[src/rtl/rdlf_defines.svh]
`ifndef RDLF_DEFINES_SVH
`define RDLF_DEFINES_SVH
`define RDLF_OFS_FLAGS 8'hb4
`define RDLF_OFS_PORT 8'hb3
`define RDLF_OFS_THRESH 8'hb2
`define RDLF_OFS_CTRL 8'hb1
`define RDLF_OFS_ISTAT 8'hc0
`define RDLF_OFS_IMASK 8'hc1
`define RDLF_BIT_FULL 0
`define RDLF_BIT_NEAR 1
`define RDLF_BIT_EMPTY 2
`define RDLF_BIT_STAT 3
`define RDLF_BIT_MSG 4
`define RDLF_EOM_GOOD 2'h0
`define RDLF_EOM_ERR 2'h1
`define RDLF_EOM_ABORT 2'h2
`define RDLF_EOM_PART 2'h3
`define RDLF_IRQ_MSG 0
`define RDLF_IRQ_NEAR 1
`define RDLF_IRQ_FULL 2
`define RDLF_SIX_BIT_PACKING_LAST 3'd5
`define RDLF_EIGHT_BIT_PACKING_LAST 3'd7
`define RDLF_CNT_MAX 6'h3f
`endif

[src/rtl/rdlf_pkg.sv]
package rdlf_pkg;
   typedef enum logic [1:0] {RDLF_HDLC, RDLF_EIGHT_BIT_PACKING, RDLF_SIX_BIT_PACKING} rdlf_mode_e;
endpackage : rdlf_pkg

[src/rtl/rdlf_fifo_readout.sv]
// What this block does
// RULE1: Received channel bits are packed into each data byte from the LSB toward the MSB.
// RULE2: In HDLC and eight-bit packing modes every data byte carries eight received bits.
// RULE3: In six-bit packing mode only bits 5:0 of each data byte are filled.
// RULE4: With a non-empty FIFO, next_read_is_status tells whether the next read is status or data.
// RULE5: next_read_is_status is 1 only when non-empty and the head byte is a status word.
// RULE6: next_read_is_status is 0 when the FIFO is empty and no message is in progress.
// RULE7: The processor checks next_read_is_status before each FIFO read or on a message interrupt.
// RULE8: A status byte holds a 2-bit end-of-message code over a 6-bit byte count.
// RULE9: After a status byte with count N, the next N reads return data only.
// RULE10: Near-full asserts when the number of empty locations equals the threshold, of 64; the code never asserts it while the threshold is zero.
// RULE11: The empty flag is high with no bytes stored and drops once any byte is written.
//
// The address-and-strobe port is this design's own decision.
`timescale 1ns/100ps
`include "rdlf_defines.svh"
module rdlf_fifo_readout
   import rdlf_pkg::*;
#(
   parameter int DEPTH = 64,
   parameter int AW = 6
) (
   input wire logic clk_sys_i, // System clock, 10 MHz.
   input wire logic rst_n_i, // Synchronous reset, active low.
   input wire logic bit_valid_i, // One received channel bit is offered.
   input wire logic bit_i, // Received channel bit.
   input wire logic msg_start_i, // A message opens (pulse).
   input wire logic msg_end_i, // A message closes (pulse).
   input wire logic [1:0] msg_eom_i, // End-of-message code with msg_end_i.
   input wire logic [7:0] addr_i, // Register address.
   input wire logic [7:0] wdata_i, // Register write data.
   input wire logic wr_i, // Write strobe.
   input wire logic rd_i, // Read strobe.
   output logic [7:0] rdata_o, // Read data, cycle after rd_i.
   output logic irq_o // Level interrupt.
);
   localparam logic [AW:0] DEPTH_W = (AW + 1)'(DEPTH);

   typedef struct packed {
      logic [DEPTH-1:0][7:0] mem;
      logic [DEPTH-1:0] is_stat;
      logic [AW-1:0] wp;
      logic [AW-1:0] rp;
      logic [AW:0] cnt;
      logic [7:0] shreg;
      logic [2:0] nbits;
      logic [5:0] mcnt;
      logic [AW-1:0] stat_slot;
      logic active;
      logic [1:0] mode;
      logic [5:0] thresh;
      logic [2:0] istat;
      logic [2:0] imask;
      logic near_q;
      logic [7:0] rdata;
   } rdlf_state_s;

   rdlf_state_s r, next_r;

   function automatic logic [7:0] status_byte(input logic [1:0] end_of_message_code, input logic [5:0] n);
      status_byte = {end_of_message_code, n}; // [RULE8]
   endfunction : status_byte

   // Pointer wrap is implicit in the pointer width, so DEPTH must equal 2**AW.
   function automatic logic [AW-1:0] ptr_inc(input logic [AW-1:0] p);
      ptr_inc = p + 1'b1;
   endfunction : ptr_inc

   // HDLC and eight-bit packing close a byte after bit 7, six-bit packing after bit 5.
   function automatic logic [2:0] last_bit(input logic [1:0] m);
      last_bit = (rdlf_mode_e'(m) == RDLF_SIX_BIT_PACKING) ? `RDLF_SIX_BIT_PACKING_LAST
         : `RDLF_EIGHT_BIT_PACKING_LAST; // [RULE2] [RULE3]
   endfunction : last_bit

   function automatic logic [7:0] flags_byte(input logic act, input logic stat,
         input logic mt, input logic nf, input logic fl);
      flags_byte = {3'b000, act, stat, mt, nf, fl};
   endfunction : flags_byte

   logic empty; // No byte stored.
   logic full; // All locations used.
   logic near; // Empty locations equal a nonzero threshold.
   logic nxt_stat; // Head byte is a status word.
   logic in1; // One byte enters the FIFO this cycle.
   logic in2; // Copy of in1 for the occupancy update.
   logic rdf; // One byte leaves the FIFO this cycle.
   logic [2:0] width_m1; // Index of the last bit of a data byte.
   logic [7:0] packed_b; // Assembly byte with the incoming bit placed.

   assign empty = (r.cnt == '0); // [RULE11]
   assign full = (r.cnt == DEPTH_W);
   assign near = (r.thresh != 6'h0) && ((DEPTH_W - r.cnt) == {1'b0, r.thresh}); // [RULE10]
   assign nxt_stat = !empty && r.is_stat[r.rp]; // [RULE4] [RULE5] [RULE6]

   always_comb begin
      next_r = r;
      rdf = 1'b0;
      in1 = 1'b0;
      in2 = 1'b0;
      width_m1 = last_bit(r.mode); // [RULE2] [RULE3]
      packed_b = r.shreg;

      // Read data is held for exactly one cycle and is zero otherwise, so a stale
      // value can never be mistaken for a fresh FIFO byte.
      next_r.rdata = 8'h00;
      if (rd_i) begin
         unique case (addr_i)
            `RDLF_OFS_FLAGS: next_r.rdata = flags_byte(r.active, nxt_stat, empty, near, full);
            `RDLF_OFS_PORT: begin
               next_r.rdata = empty ? 8'h00 : r.mem[r.rp];
               rdf = !empty;
            end
            `RDLF_OFS_THRESH: next_r.rdata = {2'b00, r.thresh};
            `RDLF_OFS_CTRL: next_r.rdata = {6'h00, r.mode};
            `RDLF_OFS_ISTAT: next_r.rdata = {5'h00, r.istat};
            `RDLF_OFS_IMASK: next_r.rdata = {5'h00, r.imask};
            default: next_r.rdata = 8'h00;
         endcase
      end

      // Status bits are cleared first, so an event in the same cycle wins below.
      if (wr_i) begin
         unique case (addr_i)
            `RDLF_OFS_THRESH: next_r.thresh = wdata_i[5:0];
            `RDLF_OFS_CTRL: next_r.mode = wdata_i[1:0];
            `RDLF_OFS_ISTAT: next_r.istat = r.istat & ~wdata_i[2:0];
            `RDLF_OFS_IMASK: next_r.imask = wdata_i[2:0];
            default: ;
         endcase
      end

      // A read of an empty FIFO returns zero and leaves the pointers alone.
      if (rdf) begin
         next_r.rp = ptr_inc(r.rp);
      end
      // A status slot is reserved at message start and filled at its end, so the
      // count in it matches the data bytes that follow it, except that error and abort codes store a count of zero.
      if (msg_start_i && !r.active && !full) begin
         next_r.active = 1'b1;
         next_r.stat_slot = r.wp;
         next_r.mem[r.wp] = status_byte(`RDLF_EOM_GOOD, 6'h0);
         next_r.is_stat[r.wp] = 1'b1;
         next_r.wp = ptr_inc(r.wp);
         next_r.mcnt = 6'h0;
         next_r.nbits = 3'd0;
         in1 = 1'b1;
      end else if (r.active && bit_valid_i) begin
         packed_b[r.nbits] = bit_i; // [RULE1]
         next_r.shreg = packed_b;
         next_r.nbits = r.nbits + 3'd1;
         if (r.nbits == width_m1) begin
            next_r.nbits = 3'd0;
            next_r.shreg = 8'h00;
            // A full FIFO or a count field at its limit closes the message as
            // partial; the byte just assembled is dropped rather than corrupting a slot.
            if (full || r.mcnt == `RDLF_CNT_MAX) begin
               next_r.mem[r.stat_slot] = status_byte(`RDLF_EOM_PART, r.mcnt); // [RULE9]
               next_r.active = 1'b0;
               next_r.istat[`RDLF_IRQ_FULL] = full;
               next_r.istat[`RDLF_IRQ_MSG] = 1'b1;
            end else begin
               next_r.mem[r.wp] = packed_b;
               next_r.is_stat[r.wp] = 1'b0;
               next_r.wp = ptr_inc(r.wp);
               next_r.mcnt = r.mcnt + 6'h1;
               in1 = 1'b1;
            end
         end
      end else if (r.active && msg_end_i) begin
         next_r.active = 1'b0;
         next_r.mem[r.stat_slot] = (msg_eom_i == `RDLF_EOM_ERR || msg_eom_i == `RDLF_EOM_ABORT)
            ? status_byte(msg_eom_i, 6'h0) : status_byte(msg_eom_i, r.mcnt); // [RULE9]
         next_r.istat[`RDLF_IRQ_MSG] = 1'b1;
      end

      // At most one byte enters and one leaves per cycle, so the occupancy
      // moves by one or stays.
      in2 = in1;
      unique case ({in2, rdf})
         2'b10: next_r.cnt = r.cnt + 1'b1;
         2'b01: next_r.cnt = r.cnt - 1'b1;
         default: ;
      endcase

      // The near interrupt fires on the rising edge of the level, so software
      // sees one event per crossing rather than a stream while it drains.
      next_r.near_q = near;
      if (near && !r.near_q) begin
         next_r.istat[`RDLF_IRQ_NEAR] = 1'b1; // [RULE10]
      end
   end

   // Reset empties the FIFO and returns every register to zero.
   always_ff @(posedge clk_sys_i) begin
      if (!rst_n_i) begin
         r <= '0;
      end else begin
         r <= next_r;
      end
   end

   assign rdata_o = r.rdata;
   assign irq_o = |(r.istat & r.imask);

   // Checks on the logic above; all but a_six_bit_packing_top hold for any legal register and link traffic, since shreg keeps bits after a mid-byte message end.
   a_empty_flag: assert property (@(posedge clk_sys_i) disable iff (!rst_n_i) // [RULE6]
      (r.cnt == '0) |-> !nxt_stat)
      else $error("status flag set on empty fifo");

   a_cnt_step: assert property (@(posedge clk_sys_i) disable iff (!rst_n_i) // [RULE11]
      empty && in1 |=> !empty)
      else $error("empty stayed high after write");

   a_read_data: assert property (@(posedge clk_sys_i) disable iff (!rst_n_i) // [RULE5]
      rd_i && addr_i == `RDLF_OFS_FLAGS |=> rdata_o[`RDLF_BIT_STAT] == $past(nxt_stat))
      else $error("flags read mismatch");

   a_six_bit_packing_top: assert property (@(posedge clk_sys_i) disable iff (!rst_n_i) // [RULE3]
      in1 && r.active && rdlf_mode_e'(r.mode) == RDLF_SIX_BIT_PACKING |=> r.mem[$past(r.wp)][7:6] == 2'b00)
      else $error("six_bit_packing upper bits filled");

   a_near_level: assert property (@(posedge clk_sys_i) disable iff (!rst_n_i) // [RULE10]
      near |-> (DEPTH_W - r.cnt) == {1'b0, r.thresh})
      else $error("near flag wrong");

   a_status_eom: assert property (@(posedge clk_sys_i) disable iff (!rst_n_i) // [RULE8]
      msg_end_i && r.active && !bit_valid_i
      && (msg_eom_i == `RDLF_EOM_ERR || msg_eom_i == `RDLF_EOM_ABORT)
      |=> r.mem[$past(r.stat_slot)][5:0] == 6'h0)
      else $error("error or abort status with nonzero count");

   a_pop_step: assert property (@(posedge clk_sys_i) disable iff (!rst_n_i) // [RULE9]
      rd_i && addr_i == `RDLF_OFS_PORT && !empty |=> r.rp == ptr_inc($past(r.rp)))
      else $error("fifo read did not advance");

   a_empty_port: assert property (@(posedge clk_sys_i) disable iff (!rst_n_i) // [RULE11]
      rd_i && addr_i == `RDLF_OFS_PORT && empty |=> rdata_o == 8'h00)
      else $error("empty fifo read returned data");

   a_near_irq: assert property (@(posedge clk_sys_i) disable iff (!rst_n_i) // [RULE10]
      near && !r.near_q |=> r.istat[`RDLF_IRQ_NEAR])
      else $error("near interrupt not raised");

   a_msg_irq: assert property (@(posedge clk_sys_i) disable iff (!rst_n_i) // [RULE4]
      r.active && msg_end_i && !bit_valid_i |=> r.istat[`RDLF_IRQ_MSG])
      else $error("message interrupt not raised");

   a_rdata_idle: assert property (@(posedge clk_sys_i) disable iff (!rst_n_i) // [RULE5]
      !rd_i |=> rdata_o == 8'h00)
      else $error("read data without read strobe");

   a_count_cap: assert property (@(posedge clk_sys_i) disable iff (!rst_n_i) // [RULE10]
      r.cnt <= DEPTH_W)
      else $error("occupancy above depth");

   a_flags_upper: assert property (@(posedge clk_sys_i) disable iff (!rst_n_i) // [RULE5]
      rd_i && addr_i == `RDLF_OFS_FLAGS |=> rdata_o[7:5] == 3'b000)
      else $error("unused flag bits set");

   a_push_step: assert property (@(posedge clk_sys_i) disable iff (!rst_n_i) // [RULE11]
      in1 && !rdf |=> r.cnt == $past(r.cnt) + 1'b1)
      else $error("occupancy did not grow on write");

   a_stat_slot: assert property (@(posedge clk_sys_i) disable iff (!rst_n_i) // [RULE9]
      msg_start_i && !r.active && !full |=> r.is_stat[$past(r.wp)])
      else $error("status slot not marked");

   a_data_slot: assert property (@(posedge clk_sys_i) disable iff (!rst_n_i) // [RULE9]
      in1 && r.active |=> !r.is_stat[$past(r.wp)])
      else $error("data byte marked as status");

   a_partial_close: assert property (@(posedge clk_sys_i) disable iff (!rst_n_i) // [RULE9]
      r.active && bit_valid_i && r.nbits == width_m1 && (full || r.mcnt == `RDLF_CNT_MAX)
      |=> !r.active)
      else $error("message not closed at limit");

   a_pack_lsb: assert property (@(posedge clk_sys_i) disable iff (!rst_n_i) // [RULE1]
      r.active && bit_valid_i && r.nbits != width_m1
      |=> r.shreg[$past(r.nbits)] == $past(bit_i))
      else $error("bit not placed at its position");

   a_thresh_wr: assert property (@(posedge clk_sys_i) disable iff (!rst_n_i) // [RULE10]
      wr_i && addr_i == `RDLF_OFS_THRESH |=> r.thresh == $past(wdata_i[5:0]))
      else $error("threshold write lost");

   a_mode_wr: assert property (@(posedge clk_sys_i) disable iff (!rst_n_i) // [RULE3]
      wr_i && addr_i == `RDLF_OFS_CTRL |=> r.mode == $past(wdata_i[1:0]))
      else $error("mode write lost");

   a_imask_wr: assert property (@(posedge clk_sys_i) disable iff (!rst_n_i) // [RULE4]
      wr_i && addr_i == `RDLF_OFS_IMASK |=> r.imask == $past(wdata_i[2:0]))
      else $error("mask write lost");

   a_full_irq: assert property (@(posedge clk_sys_i) disable iff (!rst_n_i) // [RULE10]
      r.active && bit_valid_i && r.nbits == width_m1 && full |=> r.istat[`RDLF_IRQ_FULL])
      else $error("full interrupt not raised");
endmodule : rdlf_fifo_readout

[config.mk]
export PLATFORM = sky130hd
export DESIGN_NAME = rdlf_fifo_readout
export DESIGN_NICKNAME = d
export VERILOG_FILES = /design/src/rtl/rdlf_pkg.sv /design/src/rtl/rdlf_fifo_readout.sv
export VERILOG_INCLUDE_DIRS = /design/src /design/src/rtl
export SDC_FILE = /design/constraint.sdc
export NUM_CORES = 2
export LEC_CHECK = 0
export BUFFER_PORTS_ARGS = -buffer_cell sky130_fd_sc_hd__buf_2
export CAP_MARGIN = 25
export CORE_ASPECT_RATIO = 0.8
export CORE_MARGIN = 4
export CORE_UTILIZATION = 50
export DETAILED_ROUTE_END_ITERATION = 8
export HOLD_SLACK_MARGIN = 0.03
export PLACE_DENSITY = 0.66
export SYNTH_ARGS = -nofsm -noshare
export SYNTH_HDL_FRONTEND = slang
export SYNTH_SLANG_ARGS = --single-unit
[constraint.sdc]
create_clock -name clk_sys_i -period 4.5 [get_ports clk_sys_i]
set_clock_uncertainty 0.2 [all_clocks]
set_input_delay 0.45 -clock clk_sys_i [delete_from_list [all_inputs] [get_ports clk_sys_i]]
set_output_delay 0.45 -clock clk_sys_i [all_outputs]
set_load 0.02 [all_outputs]
# Yosys cells after proc, flatten, opt, wreduce, memory -nomap -nowiden
# Cells that the tools add are included.
# W data, S select, Z words.
op_classes:
  div: 0
  multipliers: 0
  reduce_logical: 36
  eq_ne: 18
  add_sub_neg: 7
  n_bitwise: 11
  mux: 54
  shifts: 0
  order_cmp: 7
ops:
  columns: ["operator", "count"]
  rows:
  - ["$bwmux W512", 3]
  - ["$mux W512", 3]
  - ["$mux W582", 2]
  - ["$and A512 B512 Y512", 1]
  - ["$not A512 Y512", 1]
  - ["$mux W70", 2]
  - ["$demux W8 S6", 2]
  - ["$and A64 B64 Y64", 1]
  - ["$not A64 Y64", 1]
  - ["$or A64 B64 Y64", 1]
  - ["$bmux W8 S6", 1]
  - ["$eq A8 B8 Y1 const B", 6]
  - ["$pmux W8 S6", 1]
  - ["$mux W8", 4]
  - ["$mux W1", 24]
  - ["$lt A6 B7 Y1 const B", 3]
  - ["$add A6 B1 Y6 const B", 3]
  - ["$mux W6", 3]
  - ["$mux W17", 1]
  - ["$pmux W7 S2", 1]
  - ["$reduce_and A2 Y1", 7]
  - ["$ge A6 B1 Y1 const B", 2]
  - ["$logic_and A1 B1 Y1", 10]
  - ["$reduce_bool A2 Y1", 5]
  - ["31 further kinds", 45]
word_totals:
  romBits: 0
  n_memories: 0
  inputBits: 26
  reg_bits: 642
  mem_bits_rw: 0
  latch_bits: 0
  output_inout_bits: 9

# Longest topological paths before layout
logic_depth:
  ltp_word: 10
  ltp_mapped: 18
  mapped_depth_nobuf: 14

# Least setup slack after synthesis
# OpenSTA, ideal clock, no wires.
synth_timing:
  path_type: "input to register"
  startpoint: "in addr_i[1]"
  endpoint: "reg r[51] (netlist name)"
  setup_slack_ns: 0.422
  stages: 16
  t_arrival_ns: 3.807
  cell_sequence: "clkbuf_1 -> inv_1 -> nor3_1 -> nand2_1 -> nor3_1 -> ha_1 -> clkbuf_1 -> clkbuf_1 -> xor2_1 -> ha_1 -> a21oi_1 -> and3b_1 -> a221oi_1 -> xor2_1 -> or3_1 -> a21oi_1"
synth_via:
  elab_chain_cells: 5
synth_rtl:
  columns: ["element", "line_no", "rtl"]
  rows:
  - ["start: declaration", "rdlf_fifo_readout.sv:30", "input wire logic [7:0] addr_i,"]
  - ["$eq A8 B8 Y1 *", "rdlf_fifo_readout.sv:107", "unique case (addr_i)"]
  - ["$mux W1 *", "rdlf_fifo_readout.sv:107", null]
  - ["$mux W1 *", "rdlf_fifo_readout.sv:106", "if (rd_i) begin"]
  - ["via rdf", "rdlf_fifo_readout.sv:86", "logic rdf;"]
  - ["$eq A2 B1 Y1 / $eq A2 B2 Y1 (equally long branches)", "rdlf_fifo_readout.sv:179", "unique case ({in2, rdf})"]
  - ["$pmux W7 S2 / $reduce_bool A2 Y1 (equally long branches)", null, null]
  - ["end signal: assignment", "rdlf_fifo_readout.sv:198", "r <= next_r;"]
  - ["end: declaration", "rdlf_fifo_readout.sv:58", "rdlf_state_s r, next_r;"]
# Mark *: on every way through the listed nets, which the timed path passes. The rest lies on a longest branch.
# A chain may end at the register's enable or synchronous reset.

# Worst setup path after layout
layout_timing:
  startpoint: "reg r[36] (netlist name)"
  endpoint: "reg r[53] (netlist name)"
layout_via:
  elab_chain_cells: 6
layout_rtl:
  columns: ["element", "line_no", "rtl"]
  rows:
  - ["$eq A3 B3 Y1 *", "rdlf_fifo_readout.sv:151", "if (r.nbits == width_m1) begin"]
  - ["$mux W1 *", "rdlf_fifo_readout.sv:151", null]
  - ["$mux W1 *", "rdlf_fifo_readout.sv:147", "end else if (r.active && bit_valid_i) begin"]
  - ["$mux W1 *", "rdlf_fifo_readout.sv:138", "if (msg_start_i && !r.active && !full) begin"]
  - ["$eq A2 B1 Y1 / $eq A2 B2 Y1 (equally long branches)", "rdlf_fifo_readout.sv:179", null]
  - ["$pmux W7 S2 / $reduce_bool A2 Y1 (equally long branches)", null, null]
# Every way passes the cells marked *; elsewhere a longest branch is shown, timed or not.

==> results.py <==
metrics = {
    "outcome": {
        "status": "finished, violations left",
        "violations": "design-rule violations",
    },
    "routing": {
        "vias_per_cell": 7.84,
        "drc": 13,
        "first_pass_iters": 9,
        "finalWirelength_um": 157000,
        "drtIter0Drc": 6660,
        "num_vias": 35800,
        "ant_nets": 0,
        "post_drt_wl_per_cell_um": 34.3,
    },
    "global_route": {
        "grt_pass1_wl_um": 227000,
        "track_usage_pct": 41.1,
        "antenna_found_initial": 13,
        "grt_max_degree": 67,
        "overflow": 0,
        "grt_pass1_vias": 33500,
    },
    "sta": {
        "fin_crit_sh_pct": 90.4,
        "drv_slew": 0,
        "worst_slew_pin_slew_ps": 1150,
        "rsz0062_at_grt": "false",
        "slew_headroom_pct": 23.3,
        "final_hold_viol_count": 0,
        "finalCriticalPeriod_ps": 4070,
        "setup-violations-final": 0,
        "max_freq_mhz": 246,
        "fin_setup_tns_ps": 0,
    },
    "setup_path": {
        "cp-start-kind": "flop",
        "worstSetupPathType": "flop to flop",
        "arrival_ps": 4420,
        "cp_max_fo": 12,
        "crit_required_ps": 4860,
        "cp-end-kind": "flop",
    },
    "clocking": {
        "clockBufferDepth": 3,
        "clkSinkCount": 642,
        "cts_tree": "yes",
        "clk_latency_ps": 640,
        "post_cts_buffers": 0,
        "ctsRootBufferMaster": "clkbuf_16",
        "clk_pin_slew_worst_paths_ps": 60,
        "cts_buffers": 68,
        "htreeDepth": 3,
    },
    "yosys": {
        "synth_fp_nets": 3674,
        "ys_warn_count": 0,
        "synth_area_leaders": "dfxtp_1 37%, o2bb2ai_1 8.7%, mux4_2 8.6%, a22oi_1 7.8%, mux2i_1 4.0%",
        "syn_area_um2": 34400,
        "ys_seq_area_share_pct": 37.3,
        "synth_area_leader_cell": "dfxtp_1",
        "synth_top_area_share_pct": 37.3,
        "yosys_register_bits": 642,
        "yosysMostFrequentCell": "dfxtp_1",
        "synthCells": 3640,
        "synth_ff_type": "dfxtp_1",
        "synth_enable_flop_cells": 0,
        "synth_commonest_cells": "642 x dfxtp_1, 357 x a22oi_1, 343 x o2bb2ai_1",
        "synth.distinct_cells": 77,
        "async_flop_share_pct": 0,
        "syn_area_per_cell_um2": 9.46,
    },
    "final_layout": {
        "fin_area_um2": 38600,
        "syn_to_final_growth_pct": 12.0,
        "fin_cells": 4568,
        "drive_gt1_share_pct": 15.7,
        "final_nets": 3632,
        "fillers": 5849,
    },
    "placed_design": {
        "place_area_um2": 36100,
        "portBuffers": 32,
        "place.gp.congestion": 1.11,
        "dp_hpwl_um": 106000,
        "dp_cells": 4430,
    },
    "floorplan": {
        "dieWidth_um": 301,
        "dieHeight_um": 243,
        "boundaryPins": 35,
        "coreArea_um2": 67700,
        "start_util_pct": 50.8,
        "dieArea_um2": 73200,
        "rows": 85,
    },
    "power": {
        "total_power_mw": 12.5,
        "power_per_cell_area_nw_per_um2": 325,
        "peakVddDrop_mv": 0.293,
        "leakagePower_nw": 11.6,
    },
    "run": {
        "cap_violations": 0,
    },
    "min_path": {
        "min_path_type": "input port to flop",
    },
}
[cells by family (layout without fill, tap and decap cells)]
kind of cell | Yosys count | count (layout) | synth area share [%]
xor gates and xnor gates | 29 | 29 | 0.737
other | 0 | 6 | 0
adders and majority gates | 8 | 8 | 0.291
buffers and inverters | 355 | 364 | 4.26
DFF | 642 | 642 | 37.3
and+or+nand+nor | 801 | 801 | 10.5
muxes | 290 | 290 | 13.3
AOI/OAI and AO/OA | 1515 | 1515 | 33.6
[path summary, 6_finish.rpt]
path,depth (start not counted),from,to,slack (ps)
worst max-delay path,13,r[36],r[53],430
worst min-delay path,3,rst_n_i,r[53],60
worst max register to register,13,r[36],r[53],430
worst min register to register,1,r[291],r[291],270
[layer usage]
layer  GRT usage (%)  up-vias  part of all wire (%)
met3            19.2      846                    18
met4            23.6       16                   7.4
met2            54.6     3484                    38
li1                -    14400                     -
met5               0        -                 0.068
met1            54.3    17100                    37
[through the flow]
stage | hold slack, ps | setup WS, ps | util [%]
after floorplan | 227 | 422 | -
after global placement | 241 | 496 | 53.3
after CTS | 39.7 | 489 | 56.8
after detailed placement | 245 | 511 | 53.3
final | 61.6 | 432 | 56.9
after global routing | 59.4 | 126 | 56.9
[worst max-delay path, stage by stage (launching register included)]
cell and delay (ps):
dfxtp_1 550, nand2_1 320, o41ai_1 490, buf_4 220
nand2_1 190, ha_1 280, xor2_1 150, ha_1 200
a21oi_1 230, and3b_1 220, a221oi_1 330, a32oi_1 160
a21oi_1 230, mux2i_1 220
[registers in the layout, indices dropped and copies added (netlist names), named ones only]
register,cells
r,570
rdata_o,8
[final cells by class]
cell class                      instances  area (um2)  area share [%]
Timing Repair Buffer                  230        1960            5.09
Clock inverter                         16         213           0.552
Antenna cell                            6        15.0          0.0389
Inverter                               13        53.8           0.140
Clock buffer                          105        2050            5.33
Multi-Input combinational cell       2643       20300            52.5
Sequential cell                       642       12900            33.4
Tap cell                              913        1140            2.96
[placed cells by master, fill, tap and decap left out, types with 21 or more instances in the layout]
master,Yosys,routed
a21oi_1,119,119
a21oi_2,44,44
a221oi_1,23,23
a22o_1,140,140
a22oi_1,357,357
a2bb2oi_1,24,24
a32o_1,31,31
buf_12,0,21
buf_2,59,33
buf_4,14,166
clkbuf_16,0,71
dfxtp_1,642,638
mux2_2,23,23
mux2i_1,136,136
mux4_2,131,131
nand2_1,294,292
nand2b_1,25,25
nand3_1,50,50
nor2_1,248,239
nor2b_1,22,21
nor3_1,37,36
o21ai_0,108,102
o221ai_1,44,44
o22ai_1,168,168
o2bb2ai_1,343,343
[repair_timing]
| item | 4_1_cts | 5_1_grt |
|---|---|---|
| hold endpoints to repair | 13 | 0 |
| hold buffers | 6 | 0 |
| setup endpoints to repair | 0 | 0 |
| gates resized for setup | 0 | 0 |
[report_power, final]
group / internal, mW / switching, mW / leakage, nW
Combinational: 0.234 / 0.731 / 5.33
Clock: 3.38 / 2.47 / 1.11
Sequential: 5.69 / 0.0219 / 5.17
(Power assumes the default switching activity.)
